File: src/adc_pm_pkg.sv
package adc_pm_pkg;
	// power policies held in the two mode bits
	typedef enum logic [1:0] {
		SELECT_DRIVEN_POWERDOWN = 2'h0,
		ALWAYS_POWERED = 2'h1,
		AUTO_SHUTDOWN = 2'h2,
		AUTO_STANDBY = 2'h3
	} pm_mode_t;

	// control register field positions (msb first on the serial input)
	localparam int CTRL_W = 8;
	localparam int PM_LOW_POS = 0;
	localparam int PM_HIGH_POS = 1;
	localparam int REF_OFF_POS = 5;
	localparam logic [7:0] CTRL_RESET = 8'h00;

	// frame timing in serial-clock edges
	localparam logic [4:0] FRAME_EDGES = 5'h10;
	localparam logic [4:0] SAMPLE_EDGE = 5'h02;
	localparam logic [4:0] CTRL_EDGES = 5'h08;
	localparam logic [4:0] CNT_RESET = 5'h00;

	// power-up delays
	localparam int CLK_MHZ = 25;
	localparam int COLD_UP_US = 5;
	localparam int WARM_UP_US = 1;
	localparam int COLD_UP_CYC = COLD_UP_US * CLK_MHZ;
	localparam int WARM_UP_CYC = WARM_UP_US * CLK_MHZ;
	localparam logic [7:0] DLY_RESET = 8'h00;

	localparam int FIFO_W = 16;
	localparam int FIFO_D = 8;

	// result word handed downstream
	typedef struct packed {
		logic [1:0] mode;
		logic valid;
		logic [12:0] sample_tag;
	} result_t;

	// enables toward the analog core
	typedef struct packed {
		logic core_on;
		logic ref_on;
		logic ready;
	} power_t;
endpackage : adc_pm_pkg

File: src/adc_power_mode_sequencer.sv
`timescale 1ns/1ps
module adc_power_mode_sequencer
	import adc_pm_pkg::*;
(
	input wire logic ref_clk_i,
	input wire logic resetn_i,
	input wire logic sclk_i,
	input wire logic cs_n_i,
	input wire logic din_i,
	input wire logic result_ready_i,
	output logic [1:0] power_mode_o,
	output logic control_bit_five_o,
	output logic core_on_o,
	output logic ref_on_o,
	output logic ready_o,
	output logic track_o,
	output logic converting_o,
	output logic [FIFO_W-1:0] result_o,
	output logic result_valid_o
);
	typedef enum logic [1:0] {PWR_OFF, PWR_WAKE, PWR_ON} pwr_t;

	// two-stage synchronisers for the pins
	logic [1:0] sclk_s, cs_s, din_s;
	logic sclk_d, cs_d;
	always_ff @(posedge ref_clk_i or negedge resetn_i) begin
		if (!resetn_i) begin
			sclk_s <= 2'h0;
			cs_s <= 2'h3;
			din_s <= 2'h0;
			sclk_d <= 1'b0;
			cs_d <= 1'b1;
		end else begin
			sclk_s <= {sclk_s[0], sclk_i};
			cs_s <= {cs_s[0], cs_n_i};
			din_s <= {din_s[0], din_i};
			sclk_d <= sclk_s[1];
			cs_d <= cs_s[1];
		end
	end

	logic sclk_rise, sclk_fall, cs_fall, cs_rise, cs_low;
	assign sclk_rise = sclk_s[1] && !sclk_d;
	assign sclk_fall = !sclk_s[1] && sclk_d;
	assign cs_fall = !cs_s[1] && cs_d;
	assign cs_rise = cs_s[1] && !cs_d;
	assign cs_low = !cs_s[1];

	// frame state
	logic [4:0] edge_r, edge_nxt;
	logic [7:0] shift_r, shift_nxt;
	logic [7:0] ctrl_r, ctrl_nxt;
	logic first_fall_r, first_fall_nxt;
	logic conv_r, conv_nxt;
	logic track_r, track_nxt;
	logic done_r, done_nxt;
	logic [11:0] frame_cnt_r, frame_cnt_nxt;
	pm_mode_t mode;
	logic auto_mode;
	assign mode = pm_mode_t'({ctrl_r[PM_HIGH_POS], ctrl_r[PM_LOW_POS]});
	assign auto_mode = (mode == AUTO_SHUTDOWN) || (mode == AUTO_STANDBY);

	// frame counter, control shift-in and conversion tracking
	always_comb begin
		edge_nxt = edge_r;
		shift_nxt = shift_r;
		ctrl_nxt = ctrl_r;
		first_fall_nxt = first_fall_r;
		conv_nxt = conv_r;
		track_nxt = track_r;
		done_nxt = 1'b0;
		frame_cnt_nxt = frame_cnt_r;
		if (cs_fall) begin
			edge_nxt = CNT_RESET;
			first_fall_nxt = 1'b1;
			track_nxt = 1'b1;
			conv_nxt = 1'b0;
		end else if (cs_rise) begin
			track_nxt = 1'b0;
			conv_nxt = 1'b0;
			first_fall_nxt = 1'b0;
		end else if (cs_low) begin
			if (sclk_fall) begin
				first_fall_nxt = 1'b0;
			end
			if (sclk_rise && edge_r < FRAME_EDGES) begin
				edge_nxt = edge_r + 5'h01;
				if (edge_r < CTRL_EDGES) begin
					shift_nxt = {shift_r[6:0], din_s[1]};
				end
				if (edge_r + 5'h01 == CTRL_EDGES) begin
					ctrl_nxt = {shift_r[6:0], din_s[1]};
				end
				if (edge_r + 5'h01 == SAMPLE_EDGE) begin
					track_nxt = 1'b0;
					conv_nxt = 1'b1;
				end
				if (edge_r + 5'h01 == FRAME_EDGES) begin
					conv_nxt = 1'b0;
					done_nxt = 1'b1;
					frame_cnt_nxt = frame_cnt_r + 12'h001;
				end
			end
		end
	end

	always_ff @(posedge ref_clk_i or negedge resetn_i) begin
		if (!resetn_i) begin
			edge_r <= CNT_RESET;
			shift_r <= CTRL_RESET;
			ctrl_r <= CTRL_RESET;
			first_fall_r <= 1'b0;
			conv_r <= 1'b0;
			track_r <= 1'b0;
			done_r <= 1'b0;
			frame_cnt_r <= 12'h000;
		end else begin
			edge_r <= edge_nxt;
			shift_r <= shift_nxt;
			ctrl_r <= ctrl_nxt;
			first_fall_r <= first_fall_nxt;
			conv_r <= conv_nxt;
			track_r <= track_nxt;
			done_r <= done_nxt;
			frame_cnt_r <= frame_cnt_nxt;
		end
	end

	// power sequencing
	pwr_t pwr_r, pwr_nxt;
	logic [7:0] dly_r, dly_nxt;
	logic stby_r, stby_nxt;
	logic wake_ev, down_ev;
	logic [7:0] wake_len;
	always_comb begin
		wake_ev = 1'b0;
		down_ev = 1'b0;
		unique case (mode)
			SELECT_DRIVEN_POWERDOWN: begin
				wake_ev = cs_fall;
				down_ev = cs_rise;
			end
			ALWAYS_POWERED: begin
				wake_ev = (pwr_r == PWR_OFF);
			end
			AUTO_SHUTDOWN, AUTO_STANDBY: begin
				wake_ev = cs_low && sclk_fall && first_fall_r;
				down_ev = cs_low && sclk_rise && (edge_r + 5'h01 == FRAME_EDGES);
			end
		endcase
		// short wake from standby or with reference off
		if (stby_r || ctrl_r[REF_OFF_POS]) begin
			wake_len = 8'(WARM_UP_CYC);
		end else begin
			wake_len = 8'(COLD_UP_CYC);
		end
		pwr_nxt = pwr_r;
		dly_nxt = dly_r;
		stby_nxt = stby_r;
		if (mode == ALWAYS_POWERED && pwr_r == PWR_WAKE) begin
			pwr_nxt = PWR_ON;
			dly_nxt = DLY_RESET;
		end else if (down_ev) begin
			pwr_nxt = PWR_OFF;
			stby_nxt = (mode == AUTO_STANDBY);
		end else if (wake_ev && pwr_r == PWR_OFF) begin
			pwr_nxt = (mode == ALWAYS_POWERED) ? PWR_ON : PWR_WAKE;
			dly_nxt = wake_len;
		end else if (pwr_r == PWR_WAKE) begin
			if (dly_r <= 8'h01) begin
				pwr_nxt = PWR_ON;
				dly_nxt = DLY_RESET;
				stby_nxt = 1'b0;
			end else begin
				dly_nxt = dly_r - 8'h01;
			end
		end
	end

	always_ff @(posedge ref_clk_i or negedge resetn_i) begin
		if (!resetn_i) begin
			pwr_r <= PWR_OFF;
			dly_r <= DLY_RESET;
			stby_r <= 1'b0;
		end else begin
			pwr_r <= pwr_nxt;
			dly_r <= dly_nxt;
			stby_r <= stby_nxt;
		end
	end

	// registered outputs toward the analog core
	power_t pwr_out;
	always_comb begin
		pwr_out.core_on = (pwr_r != PWR_OFF);
		pwr_out.ref_on = !ctrl_r[REF_OFF_POS] && ((pwr_r != PWR_OFF) || stby_r);
		pwr_out.ready = (pwr_r == PWR_ON);
	end

	always_ff @(posedge ref_clk_i or negedge resetn_i) begin
		if (!resetn_i) begin
			power_mode_o <= 2'h0;
			control_bit_five_o <= 1'b0;
			core_on_o <= 1'b0;
			ref_on_o <= 1'b0;
			ready_o <= 1'b0;
			track_o <= 1'b0;
			converting_o <= 1'b0;
		end else begin
			power_mode_o <= mode;
			control_bit_five_o <= ctrl_r[REF_OFF_POS];
			core_on_o <= pwr_out.core_on;
			ref_on_o <= pwr_out.ref_on;
			ready_o <= pwr_out.ready;
			track_o <= track_r;
			converting_o <= conv_r && (pwr_r != PWR_OFF);
		end
	end

	// completed frames queue up for the consumer
	result_t res_in;
	logic [FIFO_W-1:0] fifo_q;
	logic fifo_v;
	logic valid_at_sample_r;
	always_ff @(posedge ref_clk_i or negedge resetn_i) begin
		if (!resetn_i) begin
			valid_at_sample_r <= 1'b0;
		end else if (cs_low && sclk_rise && edge_r + 5'h01 == SAMPLE_EDGE) begin
			valid_at_sample_r <= (pwr_r == PWR_ON);
		end
	end
	always_comb begin
		res_in.mode = mode;
		res_in.valid = valid_at_sample_r;
		res_in.sample_tag = {1'b0, frame_cnt_r};
	end

	result_fifo #(
		.W(FIFO_W),
		.D(FIFO_D)
	) u_fifo (
		.ref_clk_i(ref_clk_i),
		.resetn_i(resetn_i),
		.in_data_i(res_in),
		.in_valid_i(done_r),
		.in_ready_o(),
		.out_data_o(fifo_q),
		.out_valid_o(fifo_v),
		.out_ready_i(result_ready_i && !result_valid_o)
	);

	// output stage register: holds a word until taken
	always_ff @(posedge ref_clk_i or negedge resetn_i) begin
		if (!resetn_i) begin
			result_o <= 16'h0000;
			result_valid_o <= 1'b0;
		end else if (result_valid_o && result_ready_i) begin
			result_valid_o <= 1'b0;
		end else if (!result_valid_o && fifo_v && result_ready_i) begin
			result_o <= fifo_q;
			result_valid_o <= 1'b1;
		end
	end
endmodule : adc_power_mode_sequencer

File: src/result_fifo.sv
`timescale 1ns/1ps
module result_fifo #(
	parameter int W = 16,
	parameter int D = 8
) (
	input wire logic ref_clk_i,
	input wire logic resetn_i,
	input wire logic [W-1:0] in_data_i,
	input wire logic in_valid_i,
	output logic in_ready_o,
	output logic [W-1:0] out_data_o,
	output logic out_valid_o,
	input wire logic out_ready_i
);
	localparam int AW = $clog2(D);
	logic [W-1:0] mem [D];
	logic [AW-1:0] wr_r, wr_nxt, rd_r, rd_nxt;
	logic [AW:0] cnt_r, cnt_nxt;
	logic push, pop;

	// honest full and empty from the occupancy count
	always_comb begin
		in_ready_o = (cnt_r != (AW+1)'(D));
		out_valid_o = (cnt_r != '0);
		out_data_o = mem[rd_r];
		push = in_valid_i && in_ready_o;
		pop = out_valid_o && out_ready_i;
		wr_nxt = push ? wr_r + 1'b1 : wr_r;
		rd_nxt = pop ? rd_r + 1'b1 : rd_r;
		cnt_nxt = cnt_r + (AW+1)'(push) - (AW+1)'(pop);
	end

	// pointers and count
	always_ff @(posedge ref_clk_i or negedge resetn_i) begin
		if (!resetn_i) begin
			wr_r <= '0;
			rd_r <= '0;
			cnt_r <= '0;
		end else begin
			wr_r <= wr_nxt;
			rd_r <= rd_nxt;
			cnt_r <= cnt_nxt;
		end
	end

	// storage, no reset needed
	always_ff @(posedge ref_clk_i) begin
		if (push) begin
			mem[wr_r] <= in_data_i;
		end
	end
endmodule : result_fifo

File: config.mk
export PLATFORM = sky130hd
export DESIGN_NAME = adc_power_mode_sequencer
export DESIGN_NICKNAME = d
export VERILOG_FILES = /design/src/adc_pm_pkg.sv /design/src/adc_power_mode_sequencer.sv /design/src/result_fifo.sv
export SDC_FILE = /design/constraint.sdc
export NUM_CORES = 1
export LEC_CHECK = 0
export BUFFER_PORTS_ARGS = -buffer_cell sky130_fd_sc_hd__buf_4
export CAP_MARGIN = 10
export CORE_MARGIN = 2
export CORE_UTILIZATION = 61
export CTS_BUF_LIST = sky130_fd_sc_hd__clkbuf_8 sky130_fd_sc_hd__clkbuf_16
export CTS_CLUSTER_SIZE = 40
export DETAILED_ROUTE_END_ITERATION = 8
export PLACE_DENSITY = 0.84
export SLEW_MARGIN = 25
export SYNTH_ARGS = -nofsm -noshare
export SYNTH_HDL_FRONTEND = slang
export SYNTH_SLANG_ARGS = --single-unit
File: constraint.sdc
create_clock -name ref_clk_i -period 3.41 [get_ports ref_clk_i]
set_clock_uncertainty 0.05 [all_clocks]
set_input_delay 0.1705 -clock ref_clk_i [delete_from_list [all_inputs] [get_ports ref_clk_i]]
set_output_delay 0.1705 -clock ref_clk_i [all_outputs]
set_load 0.005 [all_outputs]
Yosys cells after proc, flatten, opt, wreduce, memory -nomap -nowiden
Memories as Yosys holds them, arrays and structs flattened. A register that Yosys moved wholly into a read port is not among the register bits.
Index checks and enable logic that the tools add are counted.
{"block": "word_totals", "ff_bits": 87, "ramBits": 120, "input_bits": 6, "mem_count": 1}
{"block": "classes", "n_addsub": 7, "magnitude_cmp": 3, "n_eq_ne": 14, "mux": 46, "bitwise_logic": 5, "reduce_logical": 56}
{"name": "u_fifo.mem", "words": 8, "width": 15, "rd": 1, "rd_clocked_by_memory_dff": 1, "write_ports": 1, "line": "result_fifo.sv:16", "text": "logic [W-1:0] mem [D];"}
{"operator": "8-bit 2-to-1 mux", "count": 5}
{"operator": "1-bit 2-to-1 mux", "count": 28}
{"operator": "1-bit logical AND", "count": 20}
{"operator": "5-bit 2-to-1 mux", "count": 4}
{"operator": "4-bit nonzero test", "count": 4}
{"operator": "5-bit AND reduction", "count": 3}
{"operator": "12-bit by 1-bit adder with 12-bit output, second input constant", "count": 1}
{"operator": "2-bit 2-to-1 mux", "count": 6}
{"operator": "3-bit nonzero test", "count": 4}
{"operator": "2-bit nonzero test", "count": 5}
{"operator": "3-bit AND reduction", "count": 3}
{"operator": "8-bit by 1-bit <= comparator with 1-bit output, second input constant", "count": 1}
{"operator": "2-bit AND reduction", "count": 4}
{"operator": "8-bit by 1-bit subtractor with 8-bit output, second input constant", "count": 1}
{"operator": "1-bit logical NOT", "count": 7}
{"operator": "7-bit 2-to-1 mux", "count": 1}
{"operator": "3-bit by 1-bit adder with 3-bit output, second input constant", "count": 2}
{"operator": "2-bit == test, second input constant", "count": 3}
{"operator": "5-bit by 1-bit adder with 5-bit output, second input constant", "count": 1}
{"operator": "5-bit by 2-bit == test with 1-bit output, second input constant", "count": 1}
{"operator": "5-bit by 4-bit == test with 1-bit output, second input constant", "count": 1}
{"operator": "5-bit == test, second input constant", "count": 1}
{"operator": "5-bit by 4-bit less-than comparator with 1-bit output, second input constant", "count": 1}
{"operator": "5-bit less-than comparator, second input constant", "count": 1}
{"operator": "14 further kinds", "count": 23}

Longest topological paths before layout
{"block": "logic_depth", "depth_word": 9, "ltp_mapped": 10, "depth_no_buf": 9}

Cells and area by module
A second synthesis with hierarchy kept.
{"block": "hier_totals", "cells_unflattened": 533, "hier_area_um2": 8899.8}
{"module": "result_fifo", "n_inst": 1, "cells_per_inst": 240, "area_each_um2": 5486.5}
{"module": "adc_power_mode_sequencer", "n_inst": 1, "cells_per_inst": 293, "area_each_um2": 3413.3}

Worst setup path after synthesis
Ideal clock, no wire load.
{"block": "synth_path", "path_type": "reg2reg", "start": "register u_fifo.cnt_r[2]", "end": "register u_fifo.cnt_r[2]", "setup_ps": 123, "t_arrival_ps": 2470, "t_required_ps": 3237, "path_slack_ps": 768, "stages_incl_launch_ff": 11, "path_buffers": 1, "synth_period_minus_slack_ps": 2642, "path_cell_list": "dfrtp_1 inv_1 ha_1 a211oi_1 clkbuf_1 ha_1 inv_1 ha_1 inv_1 fa_1 xnor2_1"}
{"block": "synth_via", "elab_chain_cells": 4, "elab_cells_between_ends": 6}
{"element": "from (decl)", "line": "result_fifo.sv:18", "text": "logic [AW:0] cnt_r, cnt_nxt;"}
{"element": "from (signal assigned)", "line": "result_fifo.sv:42", "text": "cnt_r <= cnt_nxt;"}
{"element": "4-bit != test", "line": "result_fifo.sv:23", "text": "in_ready_o = (cnt_r != (AW+1)'(D));"}
{"element": "1-bit logical AND", "line": "result_fifo.sv:26", "text": "push = in_valid_i && in_ready_o;"}
{"element": "4-bit by 1-bit adder with 4-bit output", "line": "result_fifo.sv:30", "text": "cnt_nxt = cnt_r + (AW+1)'(push) - (AW+1)'(pop);"}
{"element": "4-bit by 1-bit subtractor with 4-bit output (*)", "line": "result_fifo.sv:30"}
{"element": "named net u_fifo.cnt_nxt[2]", "line": "result_fifo.sv:18"}
Mark *: on every way through the listed nets, which the timed path passes. The rest lies on a longest branch.
A chain may end at the register's enable or synchronous reset.

Worst setup path in the final report
{"block": "layout_path", "start": "register edge_r[0]", "end": "register dly_r[5]"}
{"block": "layout_via", "elab_chain_cells": 6}
{"element": "from (decl)", "line": "adc_power_mode_sequencer.sv:50", "text": "logic [4:0] edge_r, edge_nxt;"}
{"element": "from (signal assigned)", "line": "adc_power_mode_sequencer.sv:118", "text": "edge_r <= edge_nxt;"}
{"element": "5-bit by 1-bit adder with 5-bit output", "line": "adc_power_mode_sequencer.sv:148", "text": "down_ev = cs_low && sclk_rise && (edge_r + 5'h01 == FRAME_EDGES);"}
{"element": "5-bit == test", "line": "adc_power_mode_sequencer.sv:148"}
{"element": "1-bit logical AND", "line": "adc_power_mode_sequencer.sv:148"}
{"element": "1-bit one-hot mux with 2 select lines", "line": "adc_power_mode_sequencer.sv:138", "text": "unique case (mode)"}
{"element": "2-bit by 1-bit != test with 1-bit output (no source line)"}
{"element": "2-bit AND reduction (no source line)"}
{"element": "to (signal assigned)", "line": "adc_power_mode_sequencer.sv:187", "text": "dly_r <= dly_nxt;"}
{"element": "to (decl)", "line": "adc_power_mode_sequencer.sv:131", "text": "logic [7:0] dly_r, dly_nxt;"}
No other way between the ends.

==> impl_metrics.ini <==
[outcome]
status = finished, final reports clean

[placement]
gp_congestion = 0.849
port-buffer-count = 29
hpwl_um = 9630
place_area_um2 = 8820

[critical_path]
r2r_start = edge_r[0]
cpPeakStageDelay_ps = 480
cp_slowest_cell = dfrtp_1
crit_fanout = 10
path_delay_family = simple AND/OR/NAND/NOR gates
worst-path-stages = 6
path_class = register to register
worstPathArrival_ps = 2820
end_kind = register
reg2reg_slack_ps = 900
r2r_end = dly_r[5]
worstRegToRegCells = 6
path_buf_inv = 0
path_cells = ha_1 -> nand3_1 -> xor2_2 -> nor3_4 -> or2_1 -> a221o_1
required_ps = 3720
critPathLaunchType = register

[sta]
setup_violations = 0
tns_ps = 0
period_share = 0.737
fmax_mhz = 398
hold_violations = 0
layout_min_cycle_time_ps = 2510
slew_headroom = 0.485
worst_pin_slew_ps = 772
slew_violations = 0
rsz0062_at_grt = no
hold_ws_ps = 249

[clock_tree]
clock-root-buffer = clkbuf_16
clkLatencyLatePin_ps = 480
clk_pin_slew_ps = 60
cts_sinks = 203
cts_inserted_buffers = 21
cts_max_path_buffers = 3
post_cts_resized = 0
cts_setup_buffers = 0
tritoncts = yes
htreeDepth = 1

[synthesis]
synth_cell_types = 63
syn_area_um2 = 8370
yosysMostFrequentCell = edfxtp_1
synth.top_cell.area_share = 0.431
syn_inst = 529
avgSynthCellArea_um2 = 15.8
synth-async-reset-ratio = 0.409
synth_top_area_cell = edfxtp_1
ys_warn_count = 0
ys_ff_latch = 203
yosysSeqAreaShare = 0.679
synth_common_cells = edfxtp_1 (120), dfrtp_1 (80), nor2_1 (37), mux4_2 (30), a21oi_1 (21)
synth_area_leaders = edfxtp_1 (43%), dfrtp_1 (24%), mux4_2 (8.1%)
synth_edf_count = 120
syn-num-nets = 553
synth_ff_type = edfxtp_1

[global_route]
grt_pass1_wl_um = 25800
overflow = 0
grt_start_max_net_pins = 84
first_global_vias = 4873
grt_util_all_layers = 0.232
antenna_found_initial = 0

[floorplanning]
initial_core_util = 0.629
fp.dieH_um = 121
ioPinCount = 31
row_count = 42
die_area_um2 = 14700
core-area_um2 = 13300
die_x_um = 121

[layout]
antenna_cells = 0
finalInstanceArea_um2 = 9580
drive_gt1_frac = 0.221
areaGrowthSynthToFinish_pct = 14.5
nNetsFinal = 602

[detailed_routing]
wl_per_cell_um = 21.0
routed_wl_um = 16100
drc = 0
ant_nets = 0
initialDrtViolationCount = 464
dr.pass1.iters = 5
vias_per_cell = 6.12
vias = 4701

[pwr]
vdd_drop_max_mv = 0.402
p_per_area_nw_per_um2 = 644
power_mw = 6.17
power.leakage_nw = 3.42

[run]
max_cap_viol_count = 0

[min_path]
min_path_type = input port to asynchronous set/reset pin
==> state kept, by name, summed over array words and instances (netlist names), 2 cells and up <==
signal / cells
u_fifo.cnt_r: 4
u_fifo.rd_r: 3
shift_r: 5
dly_r: 8
din_s: 2
sclk_s: 2
pwr_r: 2
power_mode_o: 2
u_fifo.mem: 120
cs_s: 2
u_fifo.wr_r: 3
frame_cnt_r: 12
result_o: 15
ctrl_r: 3
edge_r: 5
==> per-layer routing <==
layer	up-vias	GRT usage	wire length, um
li1	2105	-	-
met1	2371	0.295	6110
met3	38	0.0367	1080
met5	-	0	0
met2	187	0.408	8510
met4	0	0.0821	404
==> timing repair <==
item / CTS / global route
hold endpoints to repair: 84 / 0
setup endpoints to repair: 0 / 0
hold buffers: 5 / 0
==> power breakdown <==
part | switching [mW] | leakage [nW] | internal [mW]
registers | 0.221 | 1.89 | 2.74
logic | 0.459 | 1.18 | 0.461
clock network | 0.895 | 0.351 | 1.39
==> how the worst max path moves through the flow <==
stage / start / to / slack (ps)
final: edge_r[0] / dly_r[5] / 900
after global placement: edge_r[0] / frame_cnt_r[1] / 1070
after floorplan: u_fifo.cnt_r[2] / u_fifo.cnt_r[2] / 770
after detailed placement: edge_r[0] / dly_r[5] / 910
after global routing: edge_r[0] / frame_cnt_r[10] / 720
after CTS: edge_r[0] / frame_cnt_r[1] / 900
==> area by class of cell <==
class,count,area (um^2)
flip-flops and latches,203,5690
clock buffers,25,592
clock inverters,12,114
inverters,19,71.3
well taps,176,220
repair buffers,46,362
fillers,811,3720
multi-input cells,287,2530
==> stage by stage <==
stage	setup slack, ps	util	instances
after CTS	900	0.720	768
after global placement	1070	0.663	726
after floorplan	768	-	529
final	896	0.720	768
after global routing	717	0.720	768
after detailed placement	910	0.663	726
==> cell usage in the layout, fill, tap and decap left out, types with 4 or more instances in the layout <==
cell type      netlist  routed
mux4_2              30      30
nand2_1             19      19
nor2_1              37      37
mux2_2              10      10
o31ai_1              5       5
nor2b_1              4       4
dlygate4sd3_1        0       5
edfxtp_1           120     120
inv_1               19      22
nand2b_1             8       8
buf_4                1      40
clkbuf_16            0      22
nor3_1               8       6
mux2i_1             15      15
a31oi_1              5       5
and3_1               4       4
a21oi_1             21      21
nand3_1              9       9
ha_1                17      17
nand4_1              8       8
a21o_1               4       4
dfrtp_1             80      78
o21ai_0             13      13
xnor2_1             14      14
xor2_1               4       4
==> cells by family (layout without fill, tap and decap cells) <==
family	after synthesis	after routing	share of synthesized area
compound gates	73	73	0.0597
xor+xnor	19	19	0.0208
fa+ha+maj	18	18	0.0278
buf+inv	39	102	0.0206
flops	203	203	0.679
mux	58	58	0.116
other cells	1	1	0.000448
simple gates	118	118	0.0752
Power figures use the tool's default switching activity.
